`src/hw/mocr_cfg.svh`:
```
// Offsets, field positions, reset values and timing counts of the option clock block.
// Assumes one 10 MHz system clock; included by bare name from every source file but the package.
`ifndef MOCR_CFG_SVH
`define MOCR_CFG_SVH
`define MOCR_SYS_KHZ 17'h02710
`define MOCR_OSC16_KHZ 17'h03E80
`define MOCR_OSC8_KHZ 17'h01F40
`define MOCR_OSC4_KHZ 17'h00FA0
`define MOCR_OSC2_KHZ 17'h007D0
`define MOCR_OSC1_KHZ 17'h003E8
`define MOCR_CPU_MIN_KHZ 17'h000FA
`define MOCR_CPU_MAX_KHZ 17'h01F40
`define MOCR_DBL_MIN_KHZ 17'h007D0
`define MOCR_DBL_MAX_KHZ 17'h00FA0
`define MOCR_BACKUP_KHZ 17'h00FA0
`define MOCR_RST_LONG 13'h1000
`define MOCR_RST_SHORT 13'h0100
`define MOCR_MEAS_WINDOW_US 1000
`define MOCR_MEAS_CYCLES ((`MOCR_MEAS_WINDOW_US * 10000) / 1000)
`define MOCR_REG_STATUS 4'h0
`define MOCR_REG_CLEAR 4'h1
`define MOCR_REG_ENABLE 4'h2
`define MOCR_REG_CTRL 4'h3
`define MOCR_REG_FREQ 4'h4
`define MOCR_REG_MEAS 4'h5
`define MOCR_REG_PRESC 4'h6
`define MOCR_REG_TA_CNT 4'h7
`define MOCR_REG_TA_CMP 4'h8
`define MOCR_REG_TA_CAP 4'h9
`define MOCR_REG_TB_CNT 4'hA
`define MOCR_REG_TB_CMP 4'hB
`define MOCR_REG_TB_CAP 4'hC
`define MOCR_REG_LEVEL 4'hD
`define MOCR_EV_SWITCH 0
`define MOCR_EV_WDG_RESET 1
`define MOCR_EV_TA_CMP 2
`define MOCR_EV_TA_CAP 3
`define MOCR_EV_TB_CMP 4
`define MOCR_EV_TB_CAP 5
`define MOCR_EV_CLAMP 6
`define MOCR_EV_WIDTH 7
`define MOCR_CTRL_WATCHDOG_ENABLE_SOURCE 0
`define MOCR_CTRL_TA_EXT 1
`define MOCR_CTRL_TB_EXT 2
`define MOCR_CMP_RESET 16'hFFFF
`endif

```
`src/hw/mocr_pkg.sv`:
```
// Types shared by the option clock block and its bench.
// Assumes the constants of mocr_cfg.svh for every figure.
package mocr_pkg;
  typedef enum logic [2:0] {OSC_16M, OSC_8M, OSC_4M, OSC_2M, OSC_EXT} mocr_osc_t;
  typedef enum logic [1:0] {RANGE_HIGH, RANGE_MEDIUM, RANGE_MEDIUM_LOW, RANGE_LOW} mocr_range_t;
  typedef enum {ST_RESET_HOLD, ST_RUN, ST_HALT} mocr_state_t;
  typedef struct packed {
    mocr_osc_t oscSelect;
    logic doubler;
    logic [2:0] slowShift;
    logic freezeOnBreak;
    logic clockSupervisor;
    mocr_range_t oscillatorRangeSelect;
    logic resetDelayShort;
    logic watchdogHaltReset;
    logic watchdogHwEnable;
    logic voltageDetectOption;
    logic largePackage;
  } mocr_opt_t;
  typedef struct packed {
    logic [3:0] addr;
    logic [15:0] wrData;
    logic wr;
    logic rd;
  } mocr_bus_t;
endpackage

```
`src/hw/mocr_clock_reset.sv`:
```
// Option clock, reset, supervisor, watchdog halt, voltage detect and two timers.
// Assumes all inputs synchronous to sys_clk and the register port of mocr_pkg.
// Operation
// - Source: 16/8/4/2 MHz or external clock.
// - CPU clock from doubler or halving, slow divide.
// - CPU clock kept within 250 kHz..8 MHz.
// - Two 16-bit timers, prescaler, compare, PWM, capture.
// - Freeze option stops counters at breakpoint.
// - Run option keeps counters counting at breakpoint.
// - Timer external clock never frozen by break.
// - Supervisor switches to backup on bad frequency.
// - Range codes: 16..8, 8..4, 4..2, 2..1 MHz.
// - Doubler multiplies by two, guaranteed 2..4 MHz.
// - Reset and halt exit hold 4096/256 cycles.
// - Halt with watchdog on resets chip.
// - No-reset option: halt causes no reset.
// - Watchdog enabled by software or hardware.
// - Voltage detect option gates detectors, large packages.
// - Low voltage detector off in halt.
//
// Added by the designer: the register addresses and strobed register access.
`timescale 1ns/10ps
`include "mocr_cfg.svh"

////////////////////////////////////////////////////////////////////////////////
module mocr_timer (
  input wire logic sys_clk,
  input wire logic rst,
  input wire logic cpuTick,
  input wire logic run,
  input wire logic extEdge,
  input wire logic useExt,
  input wire logic [3:0] presc,
  input wire logic [15:0] compare,
  input wire logic captureIn,
  output logic [15:0] counter,
  output logic [15:0] captured,
  output logic compareHit,
  output logic captureHit,
  output logic pwmOut
);
  logic [15:0] prescCnt;
  logic captureLast;
  logic step;
  logic prescIn;

  // The external edge bypasses the break gate on purpose.
  assign prescIn = useExt ? extEdge : (cpuTick & run);
  assign step = prescIn && (prescCnt == ((16'h0001 << presc) - 16'h0001));

  always_ff @(posedge sys_clk) begin
    if (rst) begin
      prescCnt <= 16'h0000;
    end else if (step) begin
      prescCnt <= 16'h0000;
    end else if (prescIn) begin
      prescCnt <= prescCnt + 16'h0001;
    end
  end

  always_ff @(posedge sys_clk) begin
    if (rst) begin
      counter <= 16'h0000;
      compareHit <= 1'b0;
    end else begin
      compareHit <= step && (counter == compare);
      if (step) begin
        counter <= counter + 16'h0001;
      end
    end
  end

  always_ff @(posedge sys_clk) begin
    if (rst) begin
      pwmOut <= 1'b0;
    end else begin
      pwmOut <= (counter < compare);
    end
  end

  always_ff @(posedge sys_clk) begin
    if (rst) begin
      captureLast <= 1'b0;
      captured <= 16'h0000;
      captureHit <= 1'b0;
    end else begin
      captureLast <= captureIn;
      captureHit <= captureIn & ~captureLast;
      if (captureIn & ~captureLast) begin
        captured <= counter;
      end
    end
  end
endmodule

////////////////////////////////////////////////////////////////////////////////
module mocr_clock_reset #(
  parameter int MEAS_CYCLES = `MOCR_MEAS_CYCLES
) (
  input wire logic sys_clk,
  input wire logic rst,
  input wire mocr_pkg::mocr_opt_t optionIn,
  input wire mocr_pkg::mocr_bus_t bus,
  output logic [15:0] rdData,
  input wire logic externalClockInput,
  input wire logic [1:0] timerExternalClock,
  input wire logic [1:0] captureIn,
  input wire logic breakHalt,
  input wire logic haltInstr,
  input wire logic wakeUp,
  output logic [15:0] cpuFrequency,
  output logic cpuTick,
  output logic cpuReset,
  output logic haltMode,
  output logic backupActive,
  output logic watchdogActive,
  output logic externalVoltageDetect,
  output logic lowVoltageDetector,
  output logic auxiliaryVoltageDetector,
  output logic [1:0] pwmOut,
  output logic irq
);
  localparam int MEAS_SCALE = 10000 / MEAS_CYCLES;

  mocr_pkg::mocr_opt_t opt;
  mocr_pkg::mocr_state_t state;
  logic [15:0] measCycles;
  logic [15:0] edgeCount;
  logic [16:0] measKhz;
  logic extLast;
  logic extPrev;
  logic extFiltered;
  logic extRise;
  logic [16:0] oscKhz;
  logic [16:0] monitorKhz;
  logic [16:0] baseKhz;
  logic [16:0] slowKhz;
  logic [16:0] next_cpuKhz;
  logic [16:0] rangeLow;
  logic [16:0] rangeHigh;
  logic outOfRange;
  logic clamped;
  logic [16:0] phase;
  logic [12:0] holdCount;
  logic [12:0] holdTarget;
  logic swWatchdog;
  logic [1:0] timerUseExt;
  logic [7:0] prescReg;
  logic [15:0] cmpA;
  logic [15:0] cmpB;
  logic [15:0] cntA;
  logic [15:0] cntB;
  logic [15:0] capA;
  logic [15:0] capB;
  logic [1:0] cmpHit;
  logic [1:0] capHit;
  logic [1:0] tmrExtLast;
  logic [1:0] tmrExtEdge;
  logic timerRun;
  logic haltReset;
  logic [`MOCR_EV_WIDTH-1:0] status;
  logic [`MOCR_EV_WIDTH-1:0] irqEnable;
  logic [`MOCR_EV_WIDTH-1:0] events;

  ////////////////////////////////////////////////////////////////////////////
  // Options are static; catching them during reset stops mid-run changes from glitching the clocks.
  always_ff @(posedge sys_clk) begin
    if (rst) begin
      opt <= optionIn;
    end
  end

  ////////////////////////////////////////////////////////////////////////////
  // With the supervisor on, a level must be seen twice before it counts, filtering single-cycle glitches.
  always_ff @(posedge sys_clk) begin
    if (rst) begin
      extPrev <= 1'b0;
      extFiltered <= 1'b0;
      extLast <= 1'b0;
    end else begin
      extPrev <= externalClockInput;
      if (!opt.clockSupervisor || (externalClockInput == extPrev)) begin
        extFiltered <= externalClockInput;
      end
      extLast <= extFiltered;
    end
  end
  assign extRise = extFiltered & ~extLast;

  // Edges over one window give kHz; only inputs below half of sys_clk can be measured.
  always_ff @(posedge sys_clk) begin
    if (rst) begin
      measCycles <= 16'h0000;
      edgeCount <= 16'h0000;
      measKhz <= 17'h00000;
    end else if (measCycles == 16'(MEAS_CYCLES - 1)) begin
      measCycles <= 16'h0000;
      edgeCount <= 16'h0000;
      measKhz <= 17'(edgeCount * MEAS_SCALE);
    end else begin
      measCycles <= measCycles + 16'h0001;
      edgeCount <= edgeCount + {15'h0000, extRise};
    end
  end

  ////////////////////////////////////////////////////////////////////////////
  always_comb begin
    unique case (opt.oscSelect)
      mocr_pkg::OSC_16M: monitorKhz = `MOCR_OSC16_KHZ;
      mocr_pkg::OSC_8M: monitorKhz = `MOCR_OSC8_KHZ;
      mocr_pkg::OSC_4M: monitorKhz = `MOCR_OSC4_KHZ;
      mocr_pkg::OSC_2M: monitorKhz = `MOCR_OSC2_KHZ;
      default: monitorKhz = measKhz;
    endcase
  end

  always_comb begin
    unique case (opt.oscillatorRangeSelect)
      mocr_pkg::RANGE_HIGH: begin
        rangeLow = `MOCR_OSC8_KHZ;
        rangeHigh = `MOCR_OSC16_KHZ;
      end
      mocr_pkg::RANGE_MEDIUM: begin
        rangeLow = `MOCR_OSC4_KHZ;
        rangeHigh = `MOCR_OSC8_KHZ;
      end
      mocr_pkg::RANGE_MEDIUM_LOW: begin
        rangeLow = `MOCR_OSC2_KHZ;
        rangeHigh = `MOCR_OSC4_KHZ;
      end
      mocr_pkg::RANGE_LOW: begin
        rangeLow = `MOCR_OSC1_KHZ;
        rangeHigh = `MOCR_OSC2_KHZ;
      end
    endcase
  end

  assign outOfRange = (monitorKhz < rangeLow) || (monitorKhz > rangeHigh);

  // The switch is one-way until reset; hopping back on a marginal clock would chatter.
  always_ff @(posedge sys_clk) begin
    if (rst) begin
      backupActive <= 1'b0;
    end else if (opt.clockSupervisor && outOfRange && (measCycles == 16'h0000)) begin
      backupActive <= 1'b1;
    end
  end

  assign oscKhz = backupActive ? `MOCR_BACKUP_KHZ : monitorKhz;

  ////////////////////////////////////////////////////////////////////////////
  // The doubler is applied outside 2..4 MHz too, but flagged there as unguaranteed.
  assign baseKhz = opt.doubler ? 17'(oscKhz << 1) : 17'(oscKhz >> 1);
  assign slowKhz = baseKhz >> opt.slowShift;

  always_comb begin
    next_cpuKhz = slowKhz;
    clamped = 1'b0;
    if (slowKhz > `MOCR_CPU_MAX_KHZ) begin
      next_cpuKhz = `MOCR_CPU_MAX_KHZ;
      clamped = 1'b1;
    end else if (slowKhz < `MOCR_CPU_MIN_KHZ) begin
      next_cpuKhz = `MOCR_CPU_MIN_KHZ;
      clamped = 1'b1;
    end
  end

  always_ff @(posedge sys_clk) begin
    if (rst) begin
      cpuFrequency <= 16'h0000;
    end else begin
      cpuFrequency <= next_cpuKhz[15:0];
    end
  end

  // A phase accumulator spreads the CPU ticks evenly over sys_clk cycles.
  always_ff @(posedge sys_clk) begin
    if (rst) begin
      phase <= 17'h00000;
      cpuTick <= 1'b0;
    end else if ((phase + {1'b0, cpuFrequency}) >= `MOCR_SYS_KHZ) begin
      phase <= phase + {1'b0, cpuFrequency} - `MOCR_SYS_KHZ;
      cpuTick <= 1'b1;
    end else begin
      phase <= phase + {1'b0, cpuFrequency};
      cpuTick <= 1'b0;
    end
  end

  ////////////////////////////////////////////////////////////////////////////
  assign watchdogActive = opt.watchdogHwEnable | swWatchdog;
  assign haltReset = (state == mocr_pkg::ST_RUN) && haltInstr && watchdogActive
    && opt.watchdogHaltReset;
  assign holdTarget = opt.resetDelayShort ? `MOCR_RST_SHORT : `MOCR_RST_LONG;

  always_ff @(posedge sys_clk) begin
    if (rst) begin
      state <= mocr_pkg::ST_RESET_HOLD;
      holdCount <= 13'h0000;
    end else begin
      unique case (state)
        mocr_pkg::ST_RESET_HOLD: begin
          if (cpuTick && (holdCount == holdTarget - 13'h0001)) begin
            state <= mocr_pkg::ST_RUN;
            holdCount <= 13'h0000;
          end else if (cpuTick) begin
            holdCount <= holdCount + 13'h0001;
          end
        end
        mocr_pkg::ST_RUN: begin
          if (haltReset) begin
            state <= mocr_pkg::ST_RESET_HOLD;
          end else if (haltInstr) begin
            state <= mocr_pkg::ST_HALT;
          end
        end
        mocr_pkg::ST_HALT: begin
          if (wakeUp) begin
            state <= mocr_pkg::ST_RESET_HOLD;
          end
        end
      endcase
    end
  end

  assign cpuReset = (state == mocr_pkg::ST_RESET_HOLD);
  assign haltMode = (state == mocr_pkg::ST_HALT);

  ////////////////////////////////////////////////////////////////////////////
  assign externalVoltageDetect = opt.voltageDetectOption & opt.largePackage;
  assign auxiliaryVoltageDetector = externalVoltageDetect;
  assign lowVoltageDetector = externalVoltageDetect & ~haltMode;

  ////////////////////////////////////////////////////////////////////////////
  assign timerRun = ~(opt.freezeOnBreak & breakHalt);

  always_ff @(posedge sys_clk) begin
    if (rst) begin
      tmrExtLast <= 2'h0;
    end else begin
      tmrExtLast <= timerExternalClock;
    end
  end
  assign tmrExtEdge = timerExternalClock & ~tmrExtLast;

  mocr_timer timerA (
    .sys_clk(sys_clk),
    .rst(rst),
    .cpuTick(cpuTick),
    .run(timerRun),
    .extEdge(tmrExtEdge[0]),
    .useExt(timerUseExt[0]),
    .presc(prescReg[3:0]),
    .compare(cmpA),
    .captureIn(captureIn[0]),
    .counter(cntA),
    .captured(capA),
    .compareHit(cmpHit[0]),
    .captureHit(capHit[0]),
    .pwmOut(pwmOut[0])
  );

  mocr_timer timerB (
    .sys_clk(sys_clk),
    .rst(rst),
    .cpuTick(cpuTick),
    .run(timerRun),
    .extEdge(tmrExtEdge[1]),
    .useExt(timerUseExt[1]),
    .presc(prescReg[7:4]),
    .compare(cmpB),
    .captureIn(captureIn[1]),
    .counter(cntB),
    .captured(capB),
    .compareHit(cmpHit[1]),
    .captureHit(capHit[1]),
    .pwmOut(pwmOut[1])
  );

  ////////////////////////////////////////////////////////////////////////////
  always_ff @(posedge sys_clk) begin
    if (rst) begin
      swWatchdog <= 1'b0;
      timerUseExt <= 2'h0;
      prescReg <= 8'h00;
      cmpA <= `MOCR_CMP_RESET;
      cmpB <= `MOCR_CMP_RESET;
      irqEnable <= '0;
    end else if (bus.wr) begin
      unique case (bus.addr)
        `MOCR_REG_CTRL: begin
          swWatchdog <= swWatchdog | bus.wrData[`MOCR_CTRL_WATCHDOG_ENABLE_SOURCE];
          timerUseExt <= {bus.wrData[`MOCR_CTRL_TB_EXT], bus.wrData[`MOCR_CTRL_TA_EXT]};
        end
        `MOCR_REG_PRESC: prescReg <= bus.wrData[7:0];
        `MOCR_REG_TA_CMP: cmpA <= bus.wrData;
        `MOCR_REG_TB_CMP: cmpB <= bus.wrData;
        `MOCR_REG_ENABLE: irqEnable <= bus.wrData[`MOCR_EV_WIDTH-1:0];
        default: begin
        end
      endcase
    end
  end

  assign events = {clamped & ~cpuReset, capHit[1], cmpHit[1], capHit[0], cmpHit[0], haltReset,
    opt.clockSupervisor & outOfRange & ~backupActive & (measCycles == 16'h0000)};

  // A new event outranks a clear written in the same cycle so no event is lost.
  always_ff @(posedge sys_clk) begin
    if (rst) begin
      status <= '0;
    end else if (bus.wr && (bus.addr == `MOCR_REG_CLEAR)) begin
      status <= (status & ~bus.wrData[`MOCR_EV_WIDTH-1:0]) | events;
    end else begin
      status <= status | events;
    end
  end

  assign irq = |(status & irqEnable);

  always_ff @(posedge sys_clk) begin
    if (rst || !bus.rd) begin
      rdData <= 16'h0000;
    end else begin
      unique case (bus.addr)
        `MOCR_REG_STATUS: rdData <= {9'h000, status};
        `MOCR_REG_ENABLE: rdData <= {9'h000, irqEnable};
        `MOCR_REG_CTRL: rdData <= {13'h0000, timerUseExt, swWatchdog};
        `MOCR_REG_FREQ: rdData <= cpuFrequency;
        `MOCR_REG_MEAS: rdData <= measKhz[15:0];
        `MOCR_REG_PRESC: rdData <= {8'h00, prescReg};
        `MOCR_REG_TA_CNT: rdData <= cntA;
        `MOCR_REG_TA_CMP: rdData <= cmpA;
        `MOCR_REG_TA_CAP: rdData <= capA;
        `MOCR_REG_TB_CNT: rdData <= cntB;
        `MOCR_REG_TB_CMP: rdData <= cmpB;
        `MOCR_REG_TB_CAP: rdData <= capB;
        `MOCR_REG_LEVEL: rdData <= {11'h000, haltMode, cpuReset, backupActive, watchdogActive,
          opt.doubler && ((oscKhz < `MOCR_DBL_MIN_KHZ) || (oscKhz > `MOCR_DBL_MAX_KHZ))};
        default: rdData <= 16'h0000;
      endcase
    end
  end
endmodule

```
`config.mk`:
```
export PLATFORM = sky130hd
export DESIGN_NAME = mocr_clock_reset
export DESIGN_NICKNAME = d
export VERILOG_FILES = /design/src/hw/mocr_pkg.sv /design/src/hw/mocr_clock_reset.sv
export VERILOG_INCLUDE_DIRS = /design/src /design/src/hw
export SDC_FILE = /design/constraint.sdc
export NUM_CORES = 1
export LEC_CHECK = 0
export BUFFER_PORTS_ARGS = -buffer_cell sky130_fd_sc_hd__buf_2
export CAP_MARGIN = 20
export CELL_PAD_IN_SITES_DETAIL_PLACEMENT = 0
export CELL_PAD_IN_SITES_GLOBAL_PLACEMENT = 1
export CORE_ASPECT_RATIO = 0.75
export CORE_MARGIN = 2
export CORE_UTILIZATION = 45
export CTS_CLUSTER_DIAMETER = 60
export CTS_CLUSTER_SIZE = 20
export DETAILED_ROUTE_END_ITERATION = 12
export GPL_TIMING_DRIVEN = 1
export PLACE_DENSITY = 0.84
export SLEW_MARGIN = 20
export SYNTH_ARGS = -nofsm -noshare
export SYNTH_HDL_FRONTEND = slang
export SYNTH_SLANG_ARGS = --single-unit
```
`constraint.sdc`:
```
create_clock -name sys_clk -period 5.8 [get_ports sys_clk]
set_input_delay 0.58 -clock sys_clk [delete_from_list [all_inputs] [get_ports sys_clk]]
set_output_delay 0.58 -clock sys_clk [all_outputs]
set_load 0.1 [all_outputs]
```
After elaboration in Yosys (flattened, before gate mapping)
Cells that the tools add are included.

cells by class
  $add $sub $neg = 12
  order comparisons = 9
  eq/ne operators = 33
  shift operators = 3
  mux-type cells = 23
  bitwise operators = 27
  reductions and logical operators = 38

operators by type and width
  cell                                                                               count
  16-bit case mux with 13 select lines                                               1
  17-bit case mux with 4 select lines                                                2
  32-bit 2-to-1 mux                                                                  4
  32-bit case mux with 3 select lines                                                1
  16-bit by 1-bit adder with 16-bit output, second input constant                    5
  13-bit 2-to-1 mux                                                                  5
  16-bit equality test                                                               4
  32-bit by 2-bit equality test with 1-bit output, second input constant             2
  32-bit logical NOT                                                                 2
  16-bit case mux with 4 select lines                                                1
  17-bit 2-to-1 mux                                                                  3
  32-bit by 1-bit equality test with 1-bit output, second input constant             1
  32-bit by 3-bit equality test with 1-bit output, second input constant             1
  16-bit < comparator                                                                2
  1-bit by 4-bit left shift with 16-bit output, first input constant                 2
  16-bit by 1-bit subtractor with 16-bit output, second input constant               2
  4-bit equality test, second input constant                                         6
  17-bit by 16-bit adder with 17-bit output                                          1
  17-bit by 14-bit >= comparator with 1-bit output, second input constant            1
  17-bit by 12-bit greater-than comparator with 1-bit output, second input constant  1
  17-bit by 13-bit greater-than comparator with 1-bit output, second input constant  1
  17-bit greater-than comparator                                                     1
  17-bit by 11-bit < comparator with 1-bit output, second input constant             1
  17-bit < comparator                                                                1
  41 further kinds                                                                   94

storage, ports and cells
  bits in registers = 326
  output and inout port bits = 43
  word-level logic and storage cells = 193

Depth between registers and ports, before layout
Gate-level depths: netlist of run 1.

  depth in word-level cells = 11
  mapped depth = 16
  depth with buffers taken out = 15

Cells and area by module
Synthesis of run 1 repeated with hierarchy kept, for this count alone.

unflattened totals
  cells, all modules = 2,165
  area total of the unflattened synthesis = 17,405.4 um2

by module, submodules not included
  module                instances  cells each  area each (um2)  sequential area each (um2)
  mocr_clock_reset      1          1,319       10,732.8         4,003.8
  mocr_timer at timerB  1          441         3,445.8          1,041.0
  mocr_timer at timerA  1          405         3,226.8          1,041.0

Worst setup path after synthesis of run 1
OpenSTA, ideal clock, no wires.

  kind = reg-to-reg
  from = register cpuFrequency[0]
  to = register phase[4]
  data arrival time = 3.675 ns
  required time = 5.670 ns
  slack = 1.994 ns
  cell stages (with the launch flop) = 17
  buffers on the path = 1
  period minus slack after synthesis = 3.806 ns
  cells stage by stage = dfxtp_1 -> ha_1 -> inv_1 -> fa_1 -> nor2b_1 -> o21a_1 -> or3_1 -> and2_1 -> ha_1 -> nor3b_1 -> nand3_1 -> nand3_1 -> o211ai_1 -> a21oi_1 -> clkbuf_1 -> o21ai_0 -> nor3b_1

on the way
  longest elaborated chain between the ends = 3
  elaborated cells between the ends (all ways) = 4
  those cells by class = add/sub (2); order compare (1); mux (1)

ends and longest elaborated chain
  element                                                                                                                                     line                                                                       text
  start, declared                                                                                                                             mocr_clock_reset.sv:111                                                    output logic [15:0] cpuFrequency,
  start signal, assigned                                                                                                                      mocr_clock_reset.sv:272                                                    cpuFrequency <= next_cpuKhz[15:0];
  17-bit by 16-bit adder with 17-bit output *                                                                                                 mocr_clock_reset.sv:281, mocr_clock_reset.sv:282, mocr_clock_reset.sv:285
  17-bit by 14-bit subtractor with 17-bit output (no source line) / 17-bit by 14-bit >= comparator with 1-bit output (equally long branches)  -
  17-bit 2-to-1 mux *                                                                                                                         mocr_clock_reset.sv:281                                                    end else if ((phase + {1'b0, cpuFrequency}) >= `MOCR_SYS_KHZ) begin
  end signal, assigned                                                                                                                        mocr_clock_reset.sv:282                                                    phase <= phase + {1'b0, cpuFrequency} - `MOCR_SYS_KHZ;
  end signal, assigned                                                                                                                        mocr_clock_reset.sv:285                                                    phase <= phase + {1'b0, cpuFrequency};
  end, declared                                                                                                                               mocr_clock_reset.sv:143                                                    logic [16:0] phase;

Mark *: on every way between the ends. The rest lies on a longest branch, timed or not.
A chain may end at the register's enable or synchronous reset.

Final worst setup path of run 1
  from = register opt[15] (netlist bit)
  to = register cpuFrequency[2]

on the way
  longest elaborated chain between the ends = 7
  elaborated cells between the ends (all ways) = 11
  those cells by class = order compare (2); eq/ne (3); shift (1); mux (3); reduce/logical (2)

ends and longest elaborated chain
  element                                                                                                                                               line                     text
  start, declared                                                                                                                                       mocr_clock_reset.sv:125  mocr_pkg::mocr_opt_t opt;
  start signal, assigned                                                                                                                                mocr_clock_reset.sv:169  opt <= optionIn;
  3-bit by 2-bit equality test with 1-bit output, or another cell as far along                                                                          mocr_clock_reset.sv:208  unique case (opt.oscSelect)
  16-bit case mux with 4 select lines *                                                                                                                 mocr_clock_reset.sv:208
  17-bit 2-to-1 mux *                                                                                                                                   mocr_clock_reset.sv:249  assign oscKhz = backupActive ? `MOCR_BACKUP_KHZ : monitorKhz;
  17-bit 2-to-1 mux *                                                                                                                                   mocr_clock_reset.sv:253  assign baseKhz = opt.doubler ? 17'(oscKhz << 1) : 17'(oscKhz >> 1);
  17-bit by 3-bit right shift with 17-bit output *                                                                                                      mocr_clock_reset.sv:254  assign slowKhz = baseKhz >> opt.slowShift;
  17-bit by 13-bit greater-than comparator with 1-bit output (no source line) / 17-bit by 8-bit < comparator with 1-bit output (equally long branches)  -
  3-bit OR reduction (no source line)                                                                                                                   -

Marked as above.

==> impl_metrics.yaml, run 1 <==
clock_network:
  cts_made_buffers: 26
  postCtsSetupBuffers: 0
  clk_pin_slew_worst_paths_ps: 80
  cts_root_buf: "clkbuf_16"
  insertion_delay_ps: 570
  clk_path_buf_depth: 3
  cts_tree: "done"
  clock-sinks: 296
  htree_levels: 1
  ctsHoldBuffers: 0
  post_cts_resized: 0
finish:
  final_cell_mix: "280 x dfxtp_1, 265 x nand2_1, 210 x nor2_1"
  nets: 2197
  fillers: 3482
  seqCellArea_um2: 6086
  multiInputGateArea_um2: 9699
  design_area_um2: 18200
  final_common_cell: "dfxtp_1"
  area_growth_pct: 10.42
  layout-drive-gt1-share: 0.09000
detailed_routing:
  wl_met2_um: 21350
  highest_layer: "met4"
  vias_per_cell: 5.989
  routed_wl_um: 52030
  drc_errors: 0
  firstDrtPassIters: 6
  wl_per_cell_um: 20.37
  ant_nets: 0
  wl_met3_um: 5126
  drt_iter0_drc: 1889
  vias: 15300
  met1_length_um: 24290
die:
  die_h_um: 169.7
  start_util: 0.4584
  die_x_um: 225.0
  num_rows: 60
  die_area_um2: 38190
  ioPinCount: 91
  core_um2: 35960
sta:
  slew_headroom: 0.3183
  grt_setup_unrepaired: "no"
  min_period_ps: 4039
  tightest_slew_ps: 1017
  finalHoldViolCount: 0
  drv_slew: 0
  setup_viol: 0
  max_freq_mhz: 247.6
  fin_crit_sh: 0.6964
  tns_ps: 0
  finalClockSkew_ps: 15.29
yosys:
  synth_warnings: 0
  postSynthAreaPerCell_um2: 8.080
  synth-main-ff-cell: "dfxtp_1"
  synth_area_um2: 16480
  async_reset_ff_frac: 0
  ys_types: 83
  synth_seq_cells: 296
  ys_seq_area_frac: 0.3692
  synthCells: 2040
  synth_edf_count: 16
global_routing:
  grt_usage: 0.2673
  grt_overflow: 0
  grt_max_degree: 69
  first_global_vias: 13900
  grt_pass1_wl_um: 80360
  antenna_found_initial: 1
placement:
  gp_congestion: 0.9314
  hpwlAfterDp_um: 38350
  place_area_um2: 17210
  portBuffers: 90
run_status:
  status: "complete, no violations"
power_and_ir_drop:
  peakVddDrop_mv: 0.2838
  power.density_nw_per_um2: 313.6
  p_leak_nw: 7.519
critical_path:
  cp.required_ps: 6250
  cp-start-kind: "flip-flop"
  endpoint_kind: "flip-flop"
  worstPathMaxFanout: 26
  critPathKind: "flip-flop to flip-flop"
  r2r_start: "opt[15]"
  critPathLaunch: "opt[15]"
  cp.arrival_ps: 4490
hold_path:
  min_from: "optionIn[1]"
  min-delay-path-class: "input pin to flip-flop"
run:
  maxCapViolCount: 0
-- final cells by class --
class / count / area share
multi-input combinational: 1561 / 0.5329
sequential: 296 / 0.3344
clock buffer: 30 / 0.03774
timing repair buffer: 104 / 0.03197
tap: 465 / 0.03197
inverter: 80 / 0.01650
clock inverter: 18 / 0.01444
antenna: 1 / 0.0001375
-- critical path, cell delays in order, from the launching register on --
cell      delay (ps)
edfxtp_1         820
nor2b_1          710
a22oi_1          380
a21oi_1          230
a21oi_1          120
mux2_2           300
or4b_1           490
o211ai_2         260
and2_2           240
nor3b_1          360
-- logic make-up after synthesis --
group                    synth area share
AND/OR/NAND/NOR                    0.2581
AO/OA/AOI/OAI                      0.1753
flip-flops                         0.3692
buffers and inverters             0.04365
XOR/XNOR                          0.06004
adder cells (fa/ha/maj)           0.06118
multiplexers                      0.03226
other                           0.0002275
-- per-stage QoR --
step | setup slack (ps) | hold slack, ps | util | total power, mW | cells
final | 1761 | 175.1 | 0.5062 | 5.708 | 2555
after global placement | 1866 | 414.8 | 0.4785 | 3.757 | 2504
after detailed placement | 1906 | 422.8 | 0.4786 | 3.781 | 2504
after CTS | 1893 | 149.3 | 0.5050 | 5.711 | 2552
after floorplan | 1994 | 405.9 | - | 3.403 | 2042
after global routing | 1546 | 161.1 | 0.5061 | 5.983 | 2554
-- synthesized netlist by cell type, types with 10 or more instances --
cell | count | area (um^2)
a21o_1 | 18 | 135.1
a21oi_1 | 131 | 655.6
a22oi_1 | 44 | 330.3
a31oi_1 | 17 | 106.4
a32oi_1 | 11 | 96.34
a41oi_1 | 10 | 87.58
and2_1 | 13 | 81.33
and3_1 | 36 | 225.2
buf_2 | 11 | 55.05
clkbuf_1 | 85 | 319.1
dfxtp_1 | 280 | 5605
edfxtp_1 | 16 | 480.5
ha_1 | 79 | 988.5
inv_1 | 78 | 292.8
mux2i_1 | 34 | 340.3
nand2_1 | 265 | 994.7
nand2b_1 | 22 | 137.6
nand3_1 | 142 | 710.7
nand4_1 | 34 | 212.7
nor2_1 | 212 | 795.8
nor2b_1 | 35 | 219.0
nor3_1 | 37 | 185.2
o21a_1 | 16 | 120.1
o21ai_0 | 62 | 310.3
or3_1 | 21 | 131.4
or4_1 | 12 | 90.09
xnor2_1 | 46 | 402.9
xor2_1 | 67 | 586.8
-- power by group --
part           total [mW]  internal (mW)  leakage (nW)  switching (mW)
clock network        1.93          0.996         0.451           0.936
registers            2.30           2.16          2.43           0.140
logic                1.47          0.487          4.64           0.986
-- registers in the layout (all words and copies together), names as in the netlist, 2 cells and up --
register and cells:
tmrExtLast 2, timerA.prescCnt 16, timerUseExt 2, state 2, irqEnable 7, status 7, cpuFrequency 16, timerB.counter 16
measKhz 16, prescReg 8, timerA.counter 16, phase 17, rdData 16, cmpA 16, timerB.prescCnt 16, opt 16
edgeCount 16, holdCount 13, timerA.captured 16, measCycles 16, cmpB 16, timerB.captured 16
-- worst paths after layout --
check                 endpoint  slack [ps]  cells past startpoint
max            cpuFrequency[2]        1760                      9
min                     opt[1]         180                      1
max reg2reg    cpuFrequency[2]        1760                      9
min reg2reg  timerB.captureHit         430                      1
-- metal layers --
layer  vias up  global-route usage
met5         -                   0
met4         0             0.06594
met1      7263              0.3941
met3        77             0.06596
met2       611              0.3866
li1       7352                   -
No activity file was read; power rests on OpenSTA's default activity.
==> inputs of run 2 (changes only) <==
--- a/config.mk
+++ b/config.mk
@@ -12,12 +12,12 @@
 export CELL_PAD_IN_SITES_GLOBAL_PLACEMENT = 1
 export CORE_ASPECT_RATIO = 0.75
 export CORE_MARGIN = 2
-export CORE_UTILIZATION = 45
+export CORE_UTILIZATION = 42
 export CTS_CLUSTER_DIAMETER = 60
 export CTS_CLUSTER_SIZE = 20
 export DETAILED_ROUTE_END_ITERATION = 12
 export GPL_TIMING_DRIVEN = 1
-export PLACE_DENSITY = 0.84
+export PLACE_DENSITY = 0.82
 export SLEW_MARGIN = 20
 export SYNTH_ARGS = -nofsm -noshare
 export SYNTH_HDL_FRONTEND = slang
==> constraint.sdc (replaced) <==
create_clock -name sys_clk -period 3.5 [get_ports sys_clk]
set_input_delay 0.35 -clock sys_clk [delete_from_list [all_inputs] [get_ports sys_clk]]
set_output_delay 0.35 -clock sys_clk [all_outputs]
set_load 0.1 [all_outputs]
==> run 2 against run 1 <==
Final cell count rose by 5.0%. Sequential power rose by 63%. Critical path type unchanged. Critical endpoint is now phase[10]. Largest cell class unchanged. Total power rose by 71%.
==> impl_metrics.yaml, run 2 (synthesized netlist as in run 1, its figures left out) <==
clock_network:
  cts_root_buf: "clkbuf_16"
  insertion_delay_ps: 580
  clk_path_buf_depth: 3
  clk_pin_slew_worst_paths_ps: 80
  htree_levels: 1
  cts_made_buffers: 28
  cts_tree: "done"
  clock-sinks: 296
global_routing:
  grt_overflow: 0
  first_global_vias: 14270
  grt_max_degree: 72
  grt_pass1_wl_um: 81820
  antenna_found_initial: 3
  grt_usage: 0.2536
sta:
  finalClockSkew_ps: 15.12
  tns_ps: 0
  min_period_ps: 3388
  drv_slew: 0
  finalHoldViolCount: 0
  max_freq_mhz: 295.1
  slew_headroom: 0.3644
  tightest_slew_ps: 951.1
  fin_crit_sh: 0.9681
  setup_viol: 0
critical_path:
  worst_r2r_endpoint: "phase[10]"
  cp.required_ps: 4010
  cp.arrival_ps: 3900
  worstPathMaxFanout: 16
  critPathKind: "flip-flop to flip-flop"
  cp-start-kind: "flip-flop"
  reg2regPathDepth: 14
  r2r_setup_slack_ps: 110
  endpoint_kind: "flip-flop"
  r2r_start: "cpuFrequency[2]"
finish:
  nets: 2276
  fin_util: 0.4936
  final_common_cell: "dfxtp_1"
  layout-drive-gt1-share: 0.1217
  largest_reg_flops: 17
  final_cell_mix: "274 x dfxtp_1, 265 x nand2_1, 211 x nor2_1"
  area_growth_pct: 15.23
  fillers: 3742
  largest-register: "phase"
  instances_no_fill: 2682
  design_area_um2: 18990
hold_path:
  min-delay-path-class: "input pin to flip-flop"
  min_from: "bus[15]"
  hold_path_end: "cmpA[13]"
  hold_depth: 3
detailed_routing:
  ant_nets: 0
  wl_met2_um: 21510
  firstDrtPassIters: 6
  vias_per_cell: 5.806
  wl_met3_um: 5193
  met1_length_um: 24820
  highest_layer: "met5"
  routed_wl_um: 52900
  wl_per_cell_um: 19.72
  drt_iter0_drc: 1653
  vias: 15570
  drc_errors: 0
power_and_ir_drop:
  p_total_mw: 9.755
  power.density_nw_per_um2: 513.6
  p_leak_nw: 7.928
  peakVddDrop_mv: 0.3690
die:
  ioPinCount: 91
  die_area_um2: 40860
  die_x_um: 232.8
  start_util: 0.4284
  num_rows: 62
  die_h_um: 175.6
  core_um2: 38480
run:
  maxCapViolCount: 0
placement:
  place_area_um2: 17700
  portBuffers: 90
  place_inst: 2604
  hpwlAfterDp_um: 39130
  gp_congestion: 0.9364
run_status:
  status: "complete, no violations"
-- run 2: cell count changes in the layout (fill, tap and decap cells not counted), moves of 2 or more --
cell,previous run,this run
buf_12,0,2
buf_4,13,69
bufinv_16,2,0
clkbuf_1,3,1
clkbuf_16,27,29
clkinv_4,0,2
dfxtp_1,280,274
dfxtp_2,0,6
dlygate4sd3_1,0,19
-- run 2: repair_timing --
action | in CTS | in global routing
setup buffers | 0 | 7
gates resized for setup | 0 | 11
setup endpoints to repair | 0 | 52
hold buffers | 19 | 0
endpoints found under the hold margin | 19 | 0
-- run 2: layout make-up --
class	instances	area, um^2	area share
diodes	1	2.502	0.0001318
clock buffers	31	743.2	0.03913
clock inverters	20	261.5	0.01377
inverters	80	300.3	0.01581
multi-input cells	1561	9736	0.5126
flip-flops and latches	296	6093	0.3208
well taps	512	640.6	0.03373
repair buffers	181	1216	0.06403
-- run 2: worst max path at each step --
stage / startpoint / endpoint / slack [ps] / depth (start not counted)
6_report: cpuFrequency[2] / phase[10] / 110 / 14
2_1_floorplan: cpuFrequency[9] / phase[4] / -10 / 11
5_1_grt: cpuFrequency[0] / phase[12] / -20 / 16
3_3_place_gp: prescReg[0] / timerA.counter[12] / 90 / 10
3_5_place_dp: prescReg[0] / timerA.counter[14] / 70 / 10
4_1_cts: prescReg[0] / timerA.counter[9] / 40 / 10
-- run 2: per-stage QoR --
step / setup slack (ps) / hold slack, ps
6_report: 111.7 / 19.67
5_1_grt: -17.08 / 19.06
4_1_cts: 35.55 / 7.752
3_5_place_dp: 67.09 / 431.3
3_3_place_gp: 88.47 / 416.7
2_1_floorplan: -9.867 / 405.9
-- run 2: power breakdown --
group | leakage (nW) | switching, mW | total (mW) | internal (mW)
sequential | 2.43 | 0.166 | 3.75 | 3.59
combinational | 5.01 | 1.75 | 2.70 | 0.956
clock | 0.483 | 1.65 | 3.30 | 1.65
-- run 2: critical path, stage by stage (launching register included) --
cell and delay, ps:
dfxtp_2 360, ha_1 380, nor2b_2 200, o21a_1 180
or3_1 340, and2_1 210, ha_1 220, nor3b_1 150
nand3_1 150, nand3_1 100, o211ai_1 120, a21oi_1 120
buf_6 180, or4_1 500, nand3_1 100
-- run 2: routing by layer --
layer | global-route usage | vias up
met1 | 0.3751 | 7345
met2 | 0.3610 | 628
met3 | 0.06932 | 79
met4 | 0.06263 | 2
li1 | - | 7518
met5 | 0 | -
==> inputs of run 3 (changes only) <==
--- a/config.mk
+++ b/config.mk
@@ -11,7 +11,7 @@
 export CELL_PAD_IN_SITES_DETAIL_PLACEMENT = 0
 export CELL_PAD_IN_SITES_GLOBAL_PLACEMENT = 1
 export CORE_ASPECT_RATIO = 0.75
-export CORE_MARGIN = 2
+export CORE_MARGIN = 3
 export CORE_UTILIZATION = 42
 export CTS_CLUSTER_DIAMETER = 60
 export CTS_CLUSTER_SIZE = 20
==> run 3 against run 2 <==
First-iteration DRC count is 0.42% higher. Clock power is 3% lower. Critical path depth down 4. Critical endpoint is now timerA.counter[15].
==> impl_metrics.yaml, run 3 (synthesized netlist as in run 1, its figures left out) <==
clock_network:
  cts_made_buffers: 27
  clock-sinks: 296
  cts_root_buf: "clkbuf_16"
  insertion_delay_ps: 590
  cts_tree: "done"
  clk_path_buf_depth: 3
  clk_pin_slew_worst_paths_ps: 80
  htree_levels: 1
critical_path:
  critPathKind: "flip-flop to flip-flop"
  r2r_setup_slack_ps: 140
  crit_slowest_cell: "or4_4"
  critPathBufInv: 1
  endpoint_kind: "flip-flop"
  cp.arrival_ps: 3860
  critPathLaunch: "prescReg[1]"
  cp.required_ps: 4000
  r2r_start: "prescReg[1]"
  critPathTopFamily: "simple AND/OR/NAND/NOR gates"
  worst_r2r_endpoint: "timerA.counter[15]"
  critPathMostFrequentCell: "or4_4"
  cp-start-kind: "flip-flop"
  reg2regPathDepth: 10
  path_cells: "or4_4, ha_1, xnor2_1, or4_1, or4_4, nor3_4, buf_12, nand4_4, or3_1, a21oi_1"
  worstPathMaxFanout: 8
  critical-path-max-stage-delay_ps: 560
die:
  core_um2: 38480
  die_area_um2: 41680
  die_h_um: 177.6
  ioPinCount: 91
  start_util: 0.4284
  die_x_um: 234.8
  num_rows: 62
run:
  maxCapViolCount: 0
detailed_routing:
  wl_met3_um: 5404
  routed_wl_um: 52480
  firstDrtPassIters: 7
  vias_per_cell: 5.853
  wl_met2_um: 21410
  met1_length_um: 24560
  ant_nets: 0
  drc_errors: 0
  highest_layer: "met5"
  vias: 15620
  drt_iter0_drc: 1660
  wl_per_cell_um: 19.67
global_routing:
  grt_max_degree: 75
  grt_usage: 0.2449
  first_global_vias: 14460
  antenna_found_initial: 2
  grt_overflow: 0
  grt_pass1_wl_um: 82630
power_and_ir_drop:
  power.density_nw_per_um2: 509.4
  peakVddDrop_mv: 0.3789
  p_leak_nw: 7.842
  p_total_mw: 9.601
sta:
  setup_viol: 0
  fin_crit_sh: 0.9606
  slew_headroom: 0.3200
  finalClockSkew_ps: 21.99
  tightest_slew_ps: 1017
  min_period_ps: 3362
  whs_ps: 25.26
  final.setup.worst_slack_ps: 137.9
  finalHoldViolCount: 0
  drv_slew: 0
  max_freq_mhz: 297.4
  grt_setup_unrepaired: "no"
finish:
  area_growth_pct: 14.33
  nets: 2263
  layout-drive-gt1-share: 0.1160
  fin_util: 0.4898
  final_common_cell: "dfxtp_1"
  largest-register: "phase"
  largest_reg_flops: 17
  n_antenna_cell: 0
  fillers: 3751
  final_cell_mix: "274 x dfxtp_1, 265 x nand2_1, 210 x nor2_1"
  instances_no_fill: 2668
hold_path:
  hold_path_end: "cmpA[14]"
  min-delay-path-class: "input pin to flip-flop"
  min_from: "bus[16]"
  hold_depth: 3
placement:
  hpwlAfterDp_um: 38860
  place_ws_ps: -60.39
  place_inst: 2598
  portBuffers: 90
  gp_congestion: 0.9128
run_status:
  status: "complete, no violations"
run 3: cell type report:
cell class                 instances  area, um^2  area share
multi-input combinational       1561        9716      0.5155
sequential                       296        6093      0.3233
inverter                          80       300.3     0.01593
tap                              512       640.6     0.03399
clock inverter                    21       267.8     0.01421
timing repair buffer             169        1145     0.06075
clock buffer                      29       683.2     0.03625
run 3: what timing repair did:
action / 4_1_cts / 5_1_grt
buffers inserted: 1 / 1
gates resized for setup: 0 / 10
setup endpoints to repair: 7 / 26
endpoints found under the hold margin: 18 / 0
hold buffers: 18 / 0
pin swaps: 1 / 1
run 3: power breakdown:
part	switching, mW	internal (mW)	leakage, nW
logic	1.69	0.932	4.96
registers	0.191	3.59	2.43
clock network	1.60	1.60	0.452
total	3.48	6.12	7.84
run 3: metrics by stage:
stage | instance area (um^2) | setup TNS [ps]
3_5_place_dp | 17660 | -170.5
4_1_cts | 18820 | 0
6_report | 18850 | 0
3_3_place_gp | 17660 | 0
2_1_floorplan | 16510 | -26.55
5_1_grt | 18850 | 0
run 3: worst register-to-register path: cells and delay by family, from the launching register on:
family | cells | cell delay, ps
buffers and inverters | 1 | 150
AO/OA/AOI/OAI | 1 | 140
adder cells (fa/ha/maj) | 1 | 300
XOR/XNOR | 1 | 140
AND/OR/NAND/NOR | 6 | 2220
flip-flops | 1 | 330
run 3: worst max path at each step:
stage	to	slack (ps)	cells past startpoint
after floorplan	phase[4]	-10	11
final	timerA.counter[15]	140	10
after CTS	timerA.counter[12]	100	10
after global routing	timerA.counter[11]	5	10
after detailed placement	timerA.counter[12]	-60	9
after global placement	timerA.counter[12]	20	9
run 3: routing by layer:
metal  vias up  global-route usage
met5         -                   0
met4         4             0.05505
met3        76             0.06867
met2       654              0.3511
met1      7396              0.3621
li1       7487                   -
